### config.mk
export PLATFORM = sky130hd
export DESIGN_NAME = bit_manipulation_unit
export DESIGN_NICKNAME = d
export VERILOG_FILES = /design/src/core/bit_manip_pkg.sv /design/src/core/bit_select.sv /design/src/core/bit_manipulation_unit.sv
export VERILOG_INCLUDE_DIRS = /design/src /design/src/core
export SDC_FILE = /design/constraint.sdc
export NUM_CORES = 1
export LEC_CHECK = 0
export BUFFER_PORTS_ARGS = -buffer_cell sky130_fd_sc_hd__buf_2
export CAP_MARGIN = 20
export CORE_ASPECT_RATIO = 0.75
export CORE_MARGIN = 5
export CORE_UTILIZATION = 52
export CTS_BUF_LIST = sky130_fd_sc_hd__clkbuf_4 sky130_fd_sc_hd__clkbuf_8 sky130_fd_sc_hd__clkbuf_16
export DETAILED_ROUTE_END_ITERATION = 10
export PLACE_DENSITY = 0.77
export SKIP_CTS_REPAIR_TIMING = 1
export SYNTH_ARGS = -nofsm -noshare
export SYNTH_HDL_FRONTEND = slang
export SYNTH_HIERARCHICAL = 1
export SYNTH_SLANG_ARGS = --single-unit
### constraint.sdc
create_clock -name clk -period 3.8 [get_ports clk]
set_clock_uncertainty 0.2 [all_clocks]
set_input_delay 0.76 -clock clk [delete_from_list [all_inputs] [get_ports clk]]
set_output_delay 0.76 -clock clk [all_outputs]
set_load 0.01 [all_outputs]
### src/core/bit_manip_regs.svh
// constants for the bit manipulation unit
`ifndef BIT_MANIP_REGS_SVH
`define BIT_MANIP_REGS_SVH
`define BMU_BYTE_W       8
`define BMU_POS_W        3
`define BMU_CARRY_RESET  1'h0
`define BMU_ZERO_RESET   1'h0
`define BMU_DATA_RESET   8'h00
`endif

### src/core/bit_manip_pkg.sv
// types for the bit manipulation unit
package bit_manip_pkg;
  typedef enum logic [3:0] {
    op_set_single_bit        = 4'h0,
    op_clear_single_bit      = 4'h1,
    op_invert_single_bit     = 4'h2,
    op_test_single_bit       = 4'h3,
    op_carry_and_bit         = 4'h4,
    op_carry_and_inverted_bit = 4'h5,
    op_carry_or_bit          = 4'h6,
    op_carry_or_inverted_bit = 4'h7,
    op_carry_xor_bit         = 4'h8,
    op_carry_xor_inverted_bit = 4'h9
  } bit_op_t;
  typedef enum logic [2:0] {
    st_idle  = 3'b001,
    st_fetch = 3'b010,
    st_write = 3'b100
  } bmu_state_t;
endpackage

### src/core/bit_select.sv
// one-hot mask and selected bit for a byte and bit position
`timescale 1ns/1ps
`include "bit_manip_regs.svh"
module bit_select (
  input  wire logic [`BMU_BYTE_W-1:0] data,
  input  wire logic [`BMU_POS_W-1:0]  pos,
  output logic      [`BMU_BYTE_W-1:0] mask,
  output logic                        bit_value
);
  // decode position into a one-hot mask
  genvar i;
  generate
    for (i = 0; i < `BMU_BYTE_W; i++) begin : g_mask
      assign mask[i] = (pos == `BMU_POS_W'(i));
    end
  endgenerate
  assign bit_value = |(data & mask);
endmodule // bit_select

### src/core/bit_manipulation_unit.sv
// bit manipulation datapath of the 8-bit core
`timescale 1ns/1ps
`include "bit_manip_regs.svh"
module bit_manipulation_unit (
  input  wire logic                        clk,
  input  wire logic                        reset_n,
  input  wire logic                        clk_en,
  input  wire logic                        start,
  input  wire bit_manip_pkg::bit_op_t      op,
  input  wire logic                        use_reg_pos,
  input  wire logic [`BMU_POS_W-1:0]       imm_pos,
  input  wire logic [`BMU_BYTE_W-1:0]      pos_reg,
  input  wire logic                        mem_operand,
  input  wire logic [`BMU_BYTE_W-1:0]      reg_operand,
  input  wire logic                        carry_in,
  output logic                             mem_read,
  input  wire logic                        mem_read_valid,
  input  wire logic [`BMU_BYTE_W-1:0]      mem_read_data,
  output logic                             mem_write,
  output logic      [`BMU_BYTE_W-1:0]      result,
  output logic                             reg_write,
  output logic                             carry_out,
  output logic                             carry_write,
  output logic                             zero_out,
  output logic                             zero_write,
  output logic                             busy,
  output logic                             done
);
  bit_manip_pkg::bmu_state_t state;
  bit_manip_pkg::bit_op_t    op_hold;
  logic [`BMU_POS_W-1:0]     pos_hold;
  logic [`BMU_BYTE_W-1:0]    operand;
  logic [`BMU_POS_W-1:0]     pos;
  logic [`BMU_BYTE_W-1:0]    mask;
  logic                      sel_bit;
  logic [`BMU_BYTE_W-1:0]    next_result;
  logic                      next_carry;
  logic                      is_carry_op;
  logic                      is_modify_op;
  bit_manip_pkg::bit_op_t    cur_op;
  logic [`BMU_POS_W-1:0]     want_pos;
  logic [`BMU_BYTE_W-1:0]    want_mask;

  // carry operations ignore the register position
  assign is_carry_op  = (op >= bit_manip_pkg::op_carry_and_bit);
  assign is_modify_op = (op_hold != bit_manip_pkg::op_test_single_bit)
                        && (op_hold < bit_manip_pkg::op_carry_and_bit);
  assign pos = (use_reg_pos && !is_carry_op) ? pos_reg[`BMU_POS_W-1:0]
                                             : imm_pos;
  assign operand = (state == bit_manip_pkg::st_fetch) ? mem_read_data : reg_operand;
  // operation in force: the held one while a memory byte is fetched
  assign cur_op  = (state == bit_manip_pkg::st_fetch) ? op_hold : op;

  bit_select u_sel (
    .data      (operand),
    .pos       ((state == bit_manip_pkg::st_fetch) ? pos_hold : pos),
    .mask      (mask),
    .bit_value (sel_bit)
  );

  // new byte and new carry for the current operation
  always_comb begin
    next_result = operand;
    next_carry  = carry_in;
    case (cur_op)
      bit_manip_pkg::op_set_single_bit:         next_result = operand | mask;
      bit_manip_pkg::op_clear_single_bit:       next_result = operand & ~mask;
      bit_manip_pkg::op_invert_single_bit:      next_result = operand ^ mask;
      bit_manip_pkg::op_carry_and_bit:          next_carry = carry_in & sel_bit;
      bit_manip_pkg::op_carry_and_inverted_bit: next_carry = carry_in & ~sel_bit;
      bit_manip_pkg::op_carry_or_bit:           next_carry = carry_in | sel_bit;
      bit_manip_pkg::op_carry_or_inverted_bit:  next_carry = carry_in | ~sel_bit;
      bit_manip_pkg::op_carry_xor_bit:          next_carry = carry_in ^ sel_bit;
      bit_manip_pkg::op_carry_xor_inverted_bit: next_carry = carry_in ^ ~sel_bit;
      default:                                  next_result = operand;
    endcase
  end

  // sequencer: register operands finish at once, memory ones read, then write back for set, clear and invert only
  always_ff @(posedge clk or negedge reset_n) begin
    if (!reset_n) begin
      state    <= bit_manip_pkg::st_idle;
      op_hold  <= bit_manip_pkg::op_set_single_bit;
      pos_hold <= '0;
    end else if (clk_en) begin
      case (state)
        bit_manip_pkg::st_idle: begin
          if (start && mem_operand) begin
            state    <= bit_manip_pkg::st_fetch;
            op_hold  <= op;
            pos_hold <= pos;
          end
        end
        bit_manip_pkg::st_fetch: begin
          if (mem_read_valid) begin
            state <= is_modify_op ? bit_manip_pkg::st_write
                                  : bit_manip_pkg::st_idle;
          end
        end
        bit_manip_pkg::st_write: state <= bit_manip_pkg::st_idle;
        default:                 state <= bit_manip_pkg::st_idle;
      endcase
    end
  end

  // results and write strobes
  always_ff @(posedge clk or negedge reset_n) begin
    if (!reset_n) begin
      result      <= `BMU_DATA_RESET;
      carry_out   <= `BMU_CARRY_RESET;
      zero_out    <= `BMU_ZERO_RESET;
      reg_write   <= 1'b0;
      carry_write <= 1'b0;
      zero_write  <= 1'b0;
      done        <= 1'b0;
    end else if (clk_en) begin
      reg_write   <= 1'b0;
      carry_write <= 1'b0;
      zero_write  <= 1'b0;
      done        <= 1'b0;
      if ((state == bit_manip_pkg::st_idle && start && !mem_operand) ||
          (state == bit_manip_pkg::st_fetch && mem_read_valid)) begin
        done <= (state == bit_manip_pkg::st_idle) || !is_modify_op;
        if (cur_op == bit_manip_pkg::op_test_single_bit) begin
          zero_out   <= ~sel_bit;
          zero_write <= 1'b1;
        end else if (cur_op >= bit_manip_pkg::op_carry_and_bit) begin
          carry_out   <= next_carry;
          carry_write <= 1'b1;
        end else begin
          result    <= next_result;
          reg_write <= (state == bit_manip_pkg::st_idle);
        end
      end else if (state == bit_manip_pkg::st_write) begin
        done <= 1'b1;
      end
    end
  end

  // handshake outputs decoded straight from the state
  assign mem_read  = (state == bit_manip_pkg::st_fetch);
  assign mem_write = (state == bit_manip_pkg::st_write);
  assign busy      = (state != bit_manip_pkg::st_idle);

  // reference position and mask built from the request inputs, not from the datapath
  assign want_pos  = use_reg_pos ? pos_reg[`BMU_POS_W-1:0] : imm_pos;
  assign want_mask = `BMU_BYTE_W'(1) << want_pos;
endmodule // bit_manipulation_unit

==> metrics.cfg, run 1 <==
[sta]
tightest_slew_ns=0.6469
slew_viol_final=0
relSlewSlack_pct=56.78
period_share_pct=90.68
final_hold_viol_count=0
setup_viol=0
finalSetupTns_ns=0
worst_slack_ns=0.3542
max_clock_freq_ghz=0.2902
period_needed_ns=3.446
rsz0062_at_grt=false
hold_slack_ns=0.2614

[synth]
ys_ff_latch=24
synth_seq_area_share_pct=30.79
synth-async-reset-ratio_pct=100.0
avgSynthCellArea_sq_um=8.965
synth_cells=218
syn_area_sq_um=1954
yosysUniqueCellTypes=45
netlist.area_leader.share_pct=29.45
ys.flop_type=dfrtp_1
yosysTopAreaCell=dfrtp_1
synth_edf_count=0
ys.warnings.count=6
synth_fp_nets=273
yosys-top-cells-area=dfrtp_1 29%, ha_1 10%, mux2i_1 7.7%, a21oi_1 4.9%, inv_1 4.6%

[clock_tree]
cts_buffer_depth=2
cts_buffers=3
cts_root_buf=clkbuf_8
htree_levels=1
clk_latency_ns=0.27
clk_pin_slew_ns=0.09
cts_num_sinks=24
cts_tree=yes

[detailed_routing]
drt_wl_total_um=4404
via_count=1680
drc=0
initialDrtViolationCount=124
wl_per_cell_um=13.81
first_pass_iters=4
via_per_inst=5.266
antenna_left=0

[layout]
area_growth_pct=17.99
fillers=336
nNetsFinal=323
seq_area_sq_um=601.8
diodes=0
multi_input_area_sq_um=1187
drive_gt1_share_pct=28.09

[critical_path]
setup.worst_path.start_class=flop
critical_path_required_ns=3.77
crit_path_max_incr_delay_ns=0.49
r2r_end=carry_out
r2r_start=state[2]
cp_slowest_cell=mux4_1
worstPathCellList=or3b_1 > inv_2 > mux2i_1 > inv_1 > mux4_1 > mux2_2 > xnor2_1 > nor4_1 > a311oi_1 > o31ai_1 > o22a_1
cp-startpoint=state[2]
cp.arrival_ns=3.41
rrSetupSlack_ns=0.35
critical_path_class=flop to flop
reg2reg_depth=11
path_delay_family=multiplexers
crit_path_end_kind=flop
crit_fanout=10
path_buf_inv=2

[global_route]
track_usage_pct=18.47
grt_max_degree=25
grt_pass1_vias=1634
grt_pass1_wl_um=7596
grt-ovfl-total=0
antenna_found_initial=0

[floorplan]
die_h_um=63.09
core_sq_um=3637
dieArea_sq_um=5097
start_util_pct=53.73
die_w_um=80.79
num_rows=19
io-pin-count=56

[place]
pre_cts_slack_ns=0.1303
gp_congestion=0.8811
hpwl_um=3383
io_buffers=50

[power]
p_sw_mw=0.5130
switching_share_pct=40.60
pwr_density_cell_nw_per_um2=547.9
p_seq_share_pct=35.4
finalPower_mw=1.263
p_leak_nw=1.146
comb_power_share_pct=50.6
p_int_mw=0.7504
pwr-share-clk_pct=14.0
peakVddDrop_v=0.0003312

[worst_hold_path]
hold_path_class=primary input to asynchronous set/reset pin

[outcome]
run_status=complete, no violations

[flow_run]
cap_viol_max_count=0

[worst register-to-register path: cells and delay by family (launching register included)]
family                 cells  cell delay [ns]
multiplexers               3             1.15
buffers and inverters      2             0.35
flip-flops                 1             0.42
AO/OA/AOI/OAI              3             0.57
AND/OR/NAND/NOR            2             0.49
XOR/XNOR                   1             0.16
[per-stage QoR]
stage | cells | utilization, % | cell area [sq um]
finish | 319 | 63.40 | 2306
global route | 319 | 63.40 | 2306
CTS | 319 | 63.40 | 2306
detailed placement | 315 | 61.89 | 2251
global placement | 315 | 61.89 | 2251
floorplan | 218 | - | 1954
[layout by cell type, fill, tap and decap left out, types with 2 or more instances in the layout]
master,n
o21ai_0,8
buf_4,7
clkbuf_8,4
nor2b_1,2
inv_1,24
nor2_1,18
mux4_1,2
buf_2,50
mux2_2,6
nand4_1,2
nand2_1,20
nand2b_1,2
ha_1,16
nand3_1,2
xnor2_1,4
a211oi_1,2
o211ai_1,8
a21oi_1,19
mux2i_1,15
nor3b_1,7
nor3_1,3
dfrtp_1,23
o31ai_1,2
[area by class of cell]
cell class | count | area share [%]
multi-input cells | 157 | 51.49
flip-flops and latches | 24 | 26.10
repair buffers | 57 | 13.13
well taps | 52 | 2.821
clock buffers | 4 | 2.387
inverters | 25 | 4.069
[synthesized netlist by cell type, types with 2 or more instances]
library cell  number
mux2_2             6
o211ai_1           8
buf_2              2
nand4_1            2
o21ai_0            8
nor2_1            18
nor2b_1            2
o31ai_1            2
mux4_1             2
nand2_1           20
mux2i_1           15
nor3b_1            7
nand2b_1           2
dfrtp_1           23
buf_6              3
ha_1              16
xnor2_1            4
a211oi_1           2
nand3_1            2
nor3_1             3
clkbuf_1           6
inv_1             24
a21oi_1           19
[layer usage]
layer / up-vias / track usage, % / wire [um]
met5: - / 0 / 0
met4: 0 / 4.008 / 26
met3: 4 / 3.419 / 259
met2: 48 / 28.62 / 1950
met1: 771 / 26.77 / 2167
li1: 857 / - / -
[flip-flops by register name, indices dropped and copies added (netlist names)]
name,flops
done,1
carry_write,1
state,3
result,8
pos_hold,3
reg_write,1
zero_write,1
carry_out,1
op_hold,4
zero_out,1
[logic make-up (layout without fill, tap and decap cells)]
group / Yosys count / after routing / synth area share, %
compound gates: 46 / 46 / 15.49
xor+xnor: 5 / 5 / 2.241
flops: 24 / 24 / 30.79
buf+inv: 37 / 86 / 8.450
mux: 24 / 24 / 14.98
fa+ha+maj: 16 / 16 / 10.24
simple gates: 66 / 66 / 17.80
[power groups by stage]
stage	sequential (mW)	combinational [mW]	clock [mW]
4_1_cts	0.446	0.643	0.181
2_1_floorplan	0.465	0.435	0
6_report	0.447	0.639	0.177
5_1_grt	0.465	0.721	0.191
3_3_place_gp	0.446	0.623	0
3_5_place_dp	0.450	0.638	0
[worst max-delay path by stage]
stage / slack (ns) / cells after the start / endpoint
global route: 0.17 / 11 / carry_out
detailed placement: 0.13 / 13 / carry_out
global placement: 0.18 / 13 / carry_out
finish: 0.35 / 11 / carry_out
floorplan: 0.29 / 13 / carry_out
CTS: 0.36 / 11 / carry_out
Note: power is estimated with default switching activity, not from simulation.
==> run 2: changes to the inputs <==
ABC_AREA = 1   (was default)
CORE_UTILIZATION = 53   (was 52)
PLACE_DENSITY = 0.78   (was 0.77)
==> run 2 against run 1 <==
Against the previous run: count of clock-buffer cells in the layout down 1; sequential cell count unchanged; cell area increased by 3.8%.
==> metrics.cfg, run 2 <==
[outcome]
run_status=complete, no violations

[synth]
synth-async-reset-ratio_pct=100.0  ; unchanged
ys_ff_latch=24  ; unchanged
synth_cells=285  ; +31%
synth_seq_area_share_pct=29.47  ; -1.3 points
yosysMostFrequentCell=nand2_1
syn_area_sq_um=2042  ; +4.5%
yosysTopAreaCell=dfrtp_1
netlist.area_leader.share_pct=28.19  ; -1.3 points
yosysUniqueCellTypes=36  ; -20%
yosys-top-cells-count=66 x nand2_1, 35 x inv_1, 30 x nor2_1
ys.flop_type=dfrtp_1
avgSynthCellArea_sq_um=7.165  ; -20%
ys.warnings.count=6  ; unchanged
synth_fp_nets=340  ; +25%
yosys-top-cells-area=dfrtp_1 28%, nand2_1 12%, ha_1 9.8%, inv_1 6.4%, o21ai_0 5.6%
synth_edf_count=0  ; unchanged

[power]
p_leak_nw=1.296  ; +13%
finalPower_mw=1.315  ; +4.1%
pwr-share-clk_pct=17.1  ; +3.1 points
p_int_mw=0.7512  ; +0.10%
p_sw_mw=0.5638  ; +9.9%
switching_share_pct=42.87  ; +2.3 points
p_seq_share_pct=32.7  ; -2.7 points
comb_power_share_pct=50.2  ; -0.4 points
peakVddDrop_v=0.0002984  ; -9.9%
pwr_density_cell_nw_per_um2=549.4  ; +0.27%

[detailed_routing]
via_per_inst=4.972  ; -5.6%
drt_wl_total_um=4441  ; +0.84%
initialDrtViolationCount=124  ; unchanged
antenna_left=0  ; unchanged
via_count=1929  ; +15%
first_pass_iters=4  ; unchanged
wl_per_cell_um=11.45  ; -17%
drc=0  ; unchanged

[sta]
max_clock_freq_ghz=0.3677  ; +27%
period_share_pct=71.57  ; -19 points
tightest_slew_ns=0.5509  ; -0.09600 ns
slew_viol_final=0  ; unchanged
relSlewSlack_pct=63.27  ; +6.5 points
final_hold_viol_count=0  ; unchanged
finalSetupTns_ns=0  ; unchanged
hold_slack_ns=0.2671  ; +0.005704 ns
period_needed_ns=2.720  ; -0.7263 ns
setup_viol=0  ; unchanged
rsz0062_at_grt=false

[global_route]
grt_pass1_vias=1769  ; +8.3%
grt_pass1_wl_um=7969  ; +4.9%
grt_max_degree=25  ; unchanged
track_usage_pct=18.75  ; +0.28 points
grt-ovfl-total=0  ; unchanged
antenna_found_initial=0  ; unchanged

[critical_path]
critical_path_required_ns=3.77  ; about the same
reg2reg_depth=18  ; +7
path_common_cell=nand2_1
crit_path_max_incr_delay_ns=0.58  ; +0.09 ns
rrSetupSlack_ns=1.08  ; +0.73 ns
setup.worst_path.start_class=flop
r2r_start=state[0]
endpoint=carry_out
crit_fanout=16  ; +6
worstPathCellList=inv_2 > nand3_2 > inv_1 > or2_2 > o21ai_0 > inv_1 > nand4_2 > nand2_1 > nor2_1 > nand2_1 > inv_1 > nand2_1 > nand3_1 > nand2_1 > nand2_1 > nand2_1 > nand2_1 > nand2_1
cp_slowest_cell=dfstp_2
r2r_end=carry_out
cp-startpoint=state[0]
critical_path_class=flop to flop
crit_path_end_kind=flop
cp.arrival_ns=2.69  ; -0.72 ns

[layout]
regMostFlops=result
drive_gt1_share_pct=28.87  ; +0.78 points
layout_commonest_cell=nand2_1
seq_area_sq_um=601.8  ; unchanged
diodes=0  ; unchanged
multi_input_area_sq_um=1207  ; +1.7%
largest_reg_flops=8  ; unchanged
reg.largest.list=result x8, op_hold x4
nNetsFinal=392  ; +21%
area_growth_pct=17.22
fillers=342  ; +1.8%
final_cell_mix=66 x nand2_1, 50 x buf_2, 35 x inv_1

[place]
hpwl_um=3596  ; +6.3%
io_buffers=50  ; unchanged
gp_congestion=0.8419  ; -4.4%

[clock_tree]
clk_pin_slew_ns=0.08  ; about the same
cts_buffer_depth=2  ; unchanged
cts_tree=yes
cts_num_sinks=24  ; unchanged
cts_buffers=3  ; unchanged
clk_latency_ns=0.27  ; about the same
cts_root_buf=clkbuf_8
htree_levels=1  ; unchanged

[floorplan]
die_w_um=81.67  ; +1.1%
core_sq_um=3685  ; +1.3%
die_h_um=63.76  ; +1.1%
num_rows=19  ; unchanged
io-pin-count=56  ; unchanged
dieArea_sq_um=5207  ; +2.2%
start_util_pct=55.42  ; +1.7 points

[worst_hold_path]
hold_path_class=primary input to asynchronous set/reset pin

[flow_run]
cap_viol_max_count=0  ; unchanged

-- run 2: per-layer routing --
metal	up-vias	share of wire, %	track usage (%)
li1	1020	-	-
met1	852	49	28.92
met2	51	42	27.34
met3	6	7.9	4.073
met4	0	1.1	2.697
met5	-	0	0
-- run 2: power groups by stage --
| stage | logic, mW | registers [mW] | clock network, mW |
|---|---|---|---|
| floorplan | 0.463 | 0.454 | 0 |
| global placement | 0.649 | 0.431 | 0 |
| detailed placement | 0.662 | 0.435 | 0 |
| CTS | 0.666 | 0.430 | 0.233 |
| global route | 0.756 | 0.450 | 0.243 |
| finish | 0.661 | 0.430 | 0.224 |
-- run 2: metrics by stage --
| step | cell area, sq um | worst slack [ns] | utilization, % | instances |
|---|---|---|---|---|
| 2_1_floorplan | 2042 | 1.233 | - | 285 |
| 5_1_grt | 2394 | 0.7488 | 64.96 | 388 |
| 6_report | 2394 | 1.080 | 64.96 | 388 |
| 3_5_place_dp | 2322 | 0.8878 | 63.02 | 384 |
| 3_3_place_gp | 2322 | 0.9223 | 63.02 | 384 |
| 4_1_cts | 2394 | 1.070 | 64.96 | 388 |
-- run 2: cells by family after synthesis --
kind of cell,count (synthesis),synth area share (%)
mux,4,2.022
fa+ha+maj,16,9.804
buf+inv,49,11.40
compound gates,29,7.843
flops,24,29.47
simple gates,163,39.46
-- run 2: worst min-delay path by stage --
stage                      startpoint     endpoint  slack (ns)  cells past startpoint
after global placement      reg_write    reg_write        0.26                      2
after global routing          reset_n    carry_out        0.31                      1
after floorplan           pos_hold[0]  pos_hold[0]        0.25                      2
after CTS                     reset_n    carry_out        0.28                      1
final                         reset_n   op_hold[3]        0.27                      1
after detailed placement         done         done        0.27                      2
-- run 2: layout make-up --
cell class	count	share of cell area [%]
multi-input cells	212	50.44
flip-flops and latches	24	25.14
repair buffers	54	11.71
inverters	42	7.005
well taps	52	2.718
clock buffers	3	1.725
clock inverters	1	1.255
-- run 2: worst max-delay path: cells and delay by family (launching register included) --
family,cells,cell delay [ns]
and+or+nand+nor,13,1.18
AOI/OAI and AO/OA,1,0.16
DFF,1,0.58
buffers and inverters,4,0.49
==> run 3: changes to the inputs <==
CORE_UTILIZATION = 48   (was 53)
PLACE_DENSITY = 0.74   (was 0.78)
clock period = 2.3 ns   (was 3.8 ns; I/O delays follow)
==> run 3 against run 2 <==
Against the previous run: the flow now finishes with violations (hold timing, setup timing); count of clock-buffer cells in the layout did not move; worst setup slack worse by 1.2 ns; clock power up 66%; fmax grew 13%; hold slack got worse by 0.30 ns; utilization is 2.3 points higher; critical path depth up 1; critical endpoint unchanged; largest cell class unchanged; largest power group unchanged.
==> metrics.cfg, run 3 (synthesis gave the netlist of run 2 again) <==
[layout]
fin_util_pct=67.21  ; +2.3 points
diodes=0  ; unchanged
reg.largest.list=result x8, op_hold x4
final_cell_mix=65 x nand2_1, 50 x buf_2, 36 x buf_4
area_growth_pct=34.25
postLayoutCellArea_sq_um=2741  ; +15%
fin_cells=424  ; +9.3%
nNetsFinal=425  ; +8.4%
layout_commonest_cell=nand2_1
largest_reg_flops=8  ; unchanged
regMostFlops=result
drive_gt1_share_pct=39.30  ; +10 points

[floorplan]
num_rows=20  ; +1
die_h_um=66.49  ; +4.3%
dieArea_sq_um=5672  ; +8.9%
start_util_pct=50.06  ; -5.4 points
core_sq_um=4079  ; +11%
io-pin-count=56  ; unchanged
die_w_um=85.32  ; +4.5%

[critical_path]
path_buf_inv=6  ; +2
rrSetupSlack_ns=-0.11  ; -1.19 ns
cp.arrival_ns=2.38  ; -0.31 ns
crit_path_end_kind=flop
setup.worst_path.start_class=flop
path_delay_family=simple AND/OR/NAND/NOR gates
worstPathCellList=inv_2 > nand3_4 > inv_6 > buf_4 > o21ai_2 > buf_12 > inv_6 > nand4_1 > nand2_1 > nor2_1 > nand2_2 > inv_1 > nand2_1 > nand3_1 > nand2_1 > nand2_1 > nand2_1 > nand2_1 > nand2_1
crit_path_max_incr_delay_ns=0.54  ; -0.04 ns
cp_slowest_cell=dfstp_2
r2r_start=state[0]
cp-startpoint=state[0]
critical_path_required_ns=2.28  ; -1.49 ns
r2r_end=carry_out
critical_path_class=flop to flop
reg2reg_depth=19  ; +1
path_common_cell=nand2_1
crit_fanout=14  ; -2

[sta]
hold_slack_ns=-0.03705  ; -0.3041 ns
slew_viol_final=0  ; unchanged
period_needed_ns=2.405  ; -0.3144 ns
tightest_slew_ns=0.5494  ; -0.001512 ns
relSlewSlack_pct=63.37  ; +0.10 points
final_hold_viol_count=23  ; +23
max_clock_freq_ghz=0.4158  ; +13%
period_share_pct=104.6  ; +33 points
finalSetupTns_ns=-0.3586  ; -0.3586 ns
worst_slack_ns=-0.1051  ; -1.186 ns
rsz0062_at_grt=true
setup_viol=7  ; +7

[place]
dpl.cell_count=412  ; +7.3%
gp_congestion=0.8853  ; +5.2%
io_buffers=50  ; unchanged
hpwl_um=3948  ; +9.8%
pre_cts_slack_ns=-0.3709  ; -1.259 ns
placed_cell_area_sq_um=2562  ; +10%

[detailed_routing]
via_count=2092  ; +8.4%
initialDrtViolationCount=94  ; -24%
via_per_inst=4.934  ; -0.76%
first_pass_iters=4  ; unchanged
drt_wl_total_um=5083  ; +14%
drc=0  ; unchanged
wl_per_cell_um=11.99  ; +4.7%
antenna_left=0  ; unchanged

[clock_tree]
cts_num_sinks=24  ; unchanged
cts_tree=yes
cts_root_buf=clkbuf_8
htree_levels=1  ; unchanged
cts_buffers=3  ; unchanged
clk_pin_slew_ns=0.09  ; about the same
cts_buffer_depth=2  ; unchanged
clk_latency_ns=0.27  ; about the same

[power]
finalPower_mw=2.498  ; +90%
p_leak_nw=1.478  ; +14%
peakVddDrop_v=0.0005040  ; +69%
pwr_density_cell_nw_per_um2=911.1  ; +66%

[flow_run]
cap_viol_max_count=0  ; unchanged

[global_route]
grt_pass1_vias=1899  ; +7.3%
grt_max_degree=25  ; unchanged
grt-ovfl-total=0  ; unchanged
grt_pass1_wl_um=8507  ; +6.8%
antenna_found_initial=0  ; unchanged
track_usage_pct=18.60  ; -0.15 points

[outcome]
run_status=finished with violations
violations=hold timing, setup timing

[worst_hold_path]
hold_path_class=primary input to asynchronous set/reset pin

run 3: changes by cell type in the layout (fill, tap and decap cells not counted), moves of 2 or more:
cell,before,now
buf_4,4,36
o21ai_0,23,14
o21ai_2,0,5
nor3_1,12,9
nor3_2,1,4
o21ai_1,0,3
or2_2,8,5
or2_4,0,3
nand3_1,18,16
run 3: worst reg2reg max path, cell delays in order, from the launching register on:
cell and delay, ns:
dfstp_2 0.54, inv_2 0.05, nand3_4 0.09, inv_6 0.07, buf_4 0.14, o21ai_2 0.16
buf_12 0.16, inv_6 0.05, nand4_1 0.08, nand2_1 0.06, nor2_1 0.14, nand2_2 0.09
inv_1 0.09, nand2_1 0.07, nand3_1 0.08, nand2_1 0.05, nand2_1 0.05, nand2_1 0.04
nand2_1 0.05, nand2_1 0.04
run 3: per-layer routing:
| layer | routed length (um) | track usage, % | vias to the layer above |
|---|---|---|---|
| li1 | - | - | 1081 |
| met4 | 45 | 3.557 | 0 |
| met1 | 2483 | 25.80 | 950 |
| met2 | 2239 | 29.94 | 56 |
| met3 | 315 | 4.079 | 5 |
| met5 | 0 | 0 | - |
run 3: layout make-up:
class | count | area, sq um
timing repair buffer | 87 | 540.5
clock inverter | 1 | 30.03
tap | 55 | 68.82
inverter | 42 | 172.7
clock buffer | 3 | 41.29
sequential | 24 | 601.8
multi-input combinational | 212 | 1286
fill | 356 | 1338
run 3: report_power, final:
group	internal (mW)	switching [mW]	total [mW]
combinational	0.628	0.802	1.43
sequential	0.597	0.0996	0.697
clock	0.233	0.138	0.371
total	1.46	1.04	2.50
run 3: worst max-delay path by stage:
stage                           end  cells after the start
final                     carry_out                     19
after global routing      carry_out                     18
after CTS                 carry_out                     19
after detailed placement  result[7]                     13
after global placement    carry_out                     18
after floorplan           carry_out                     19
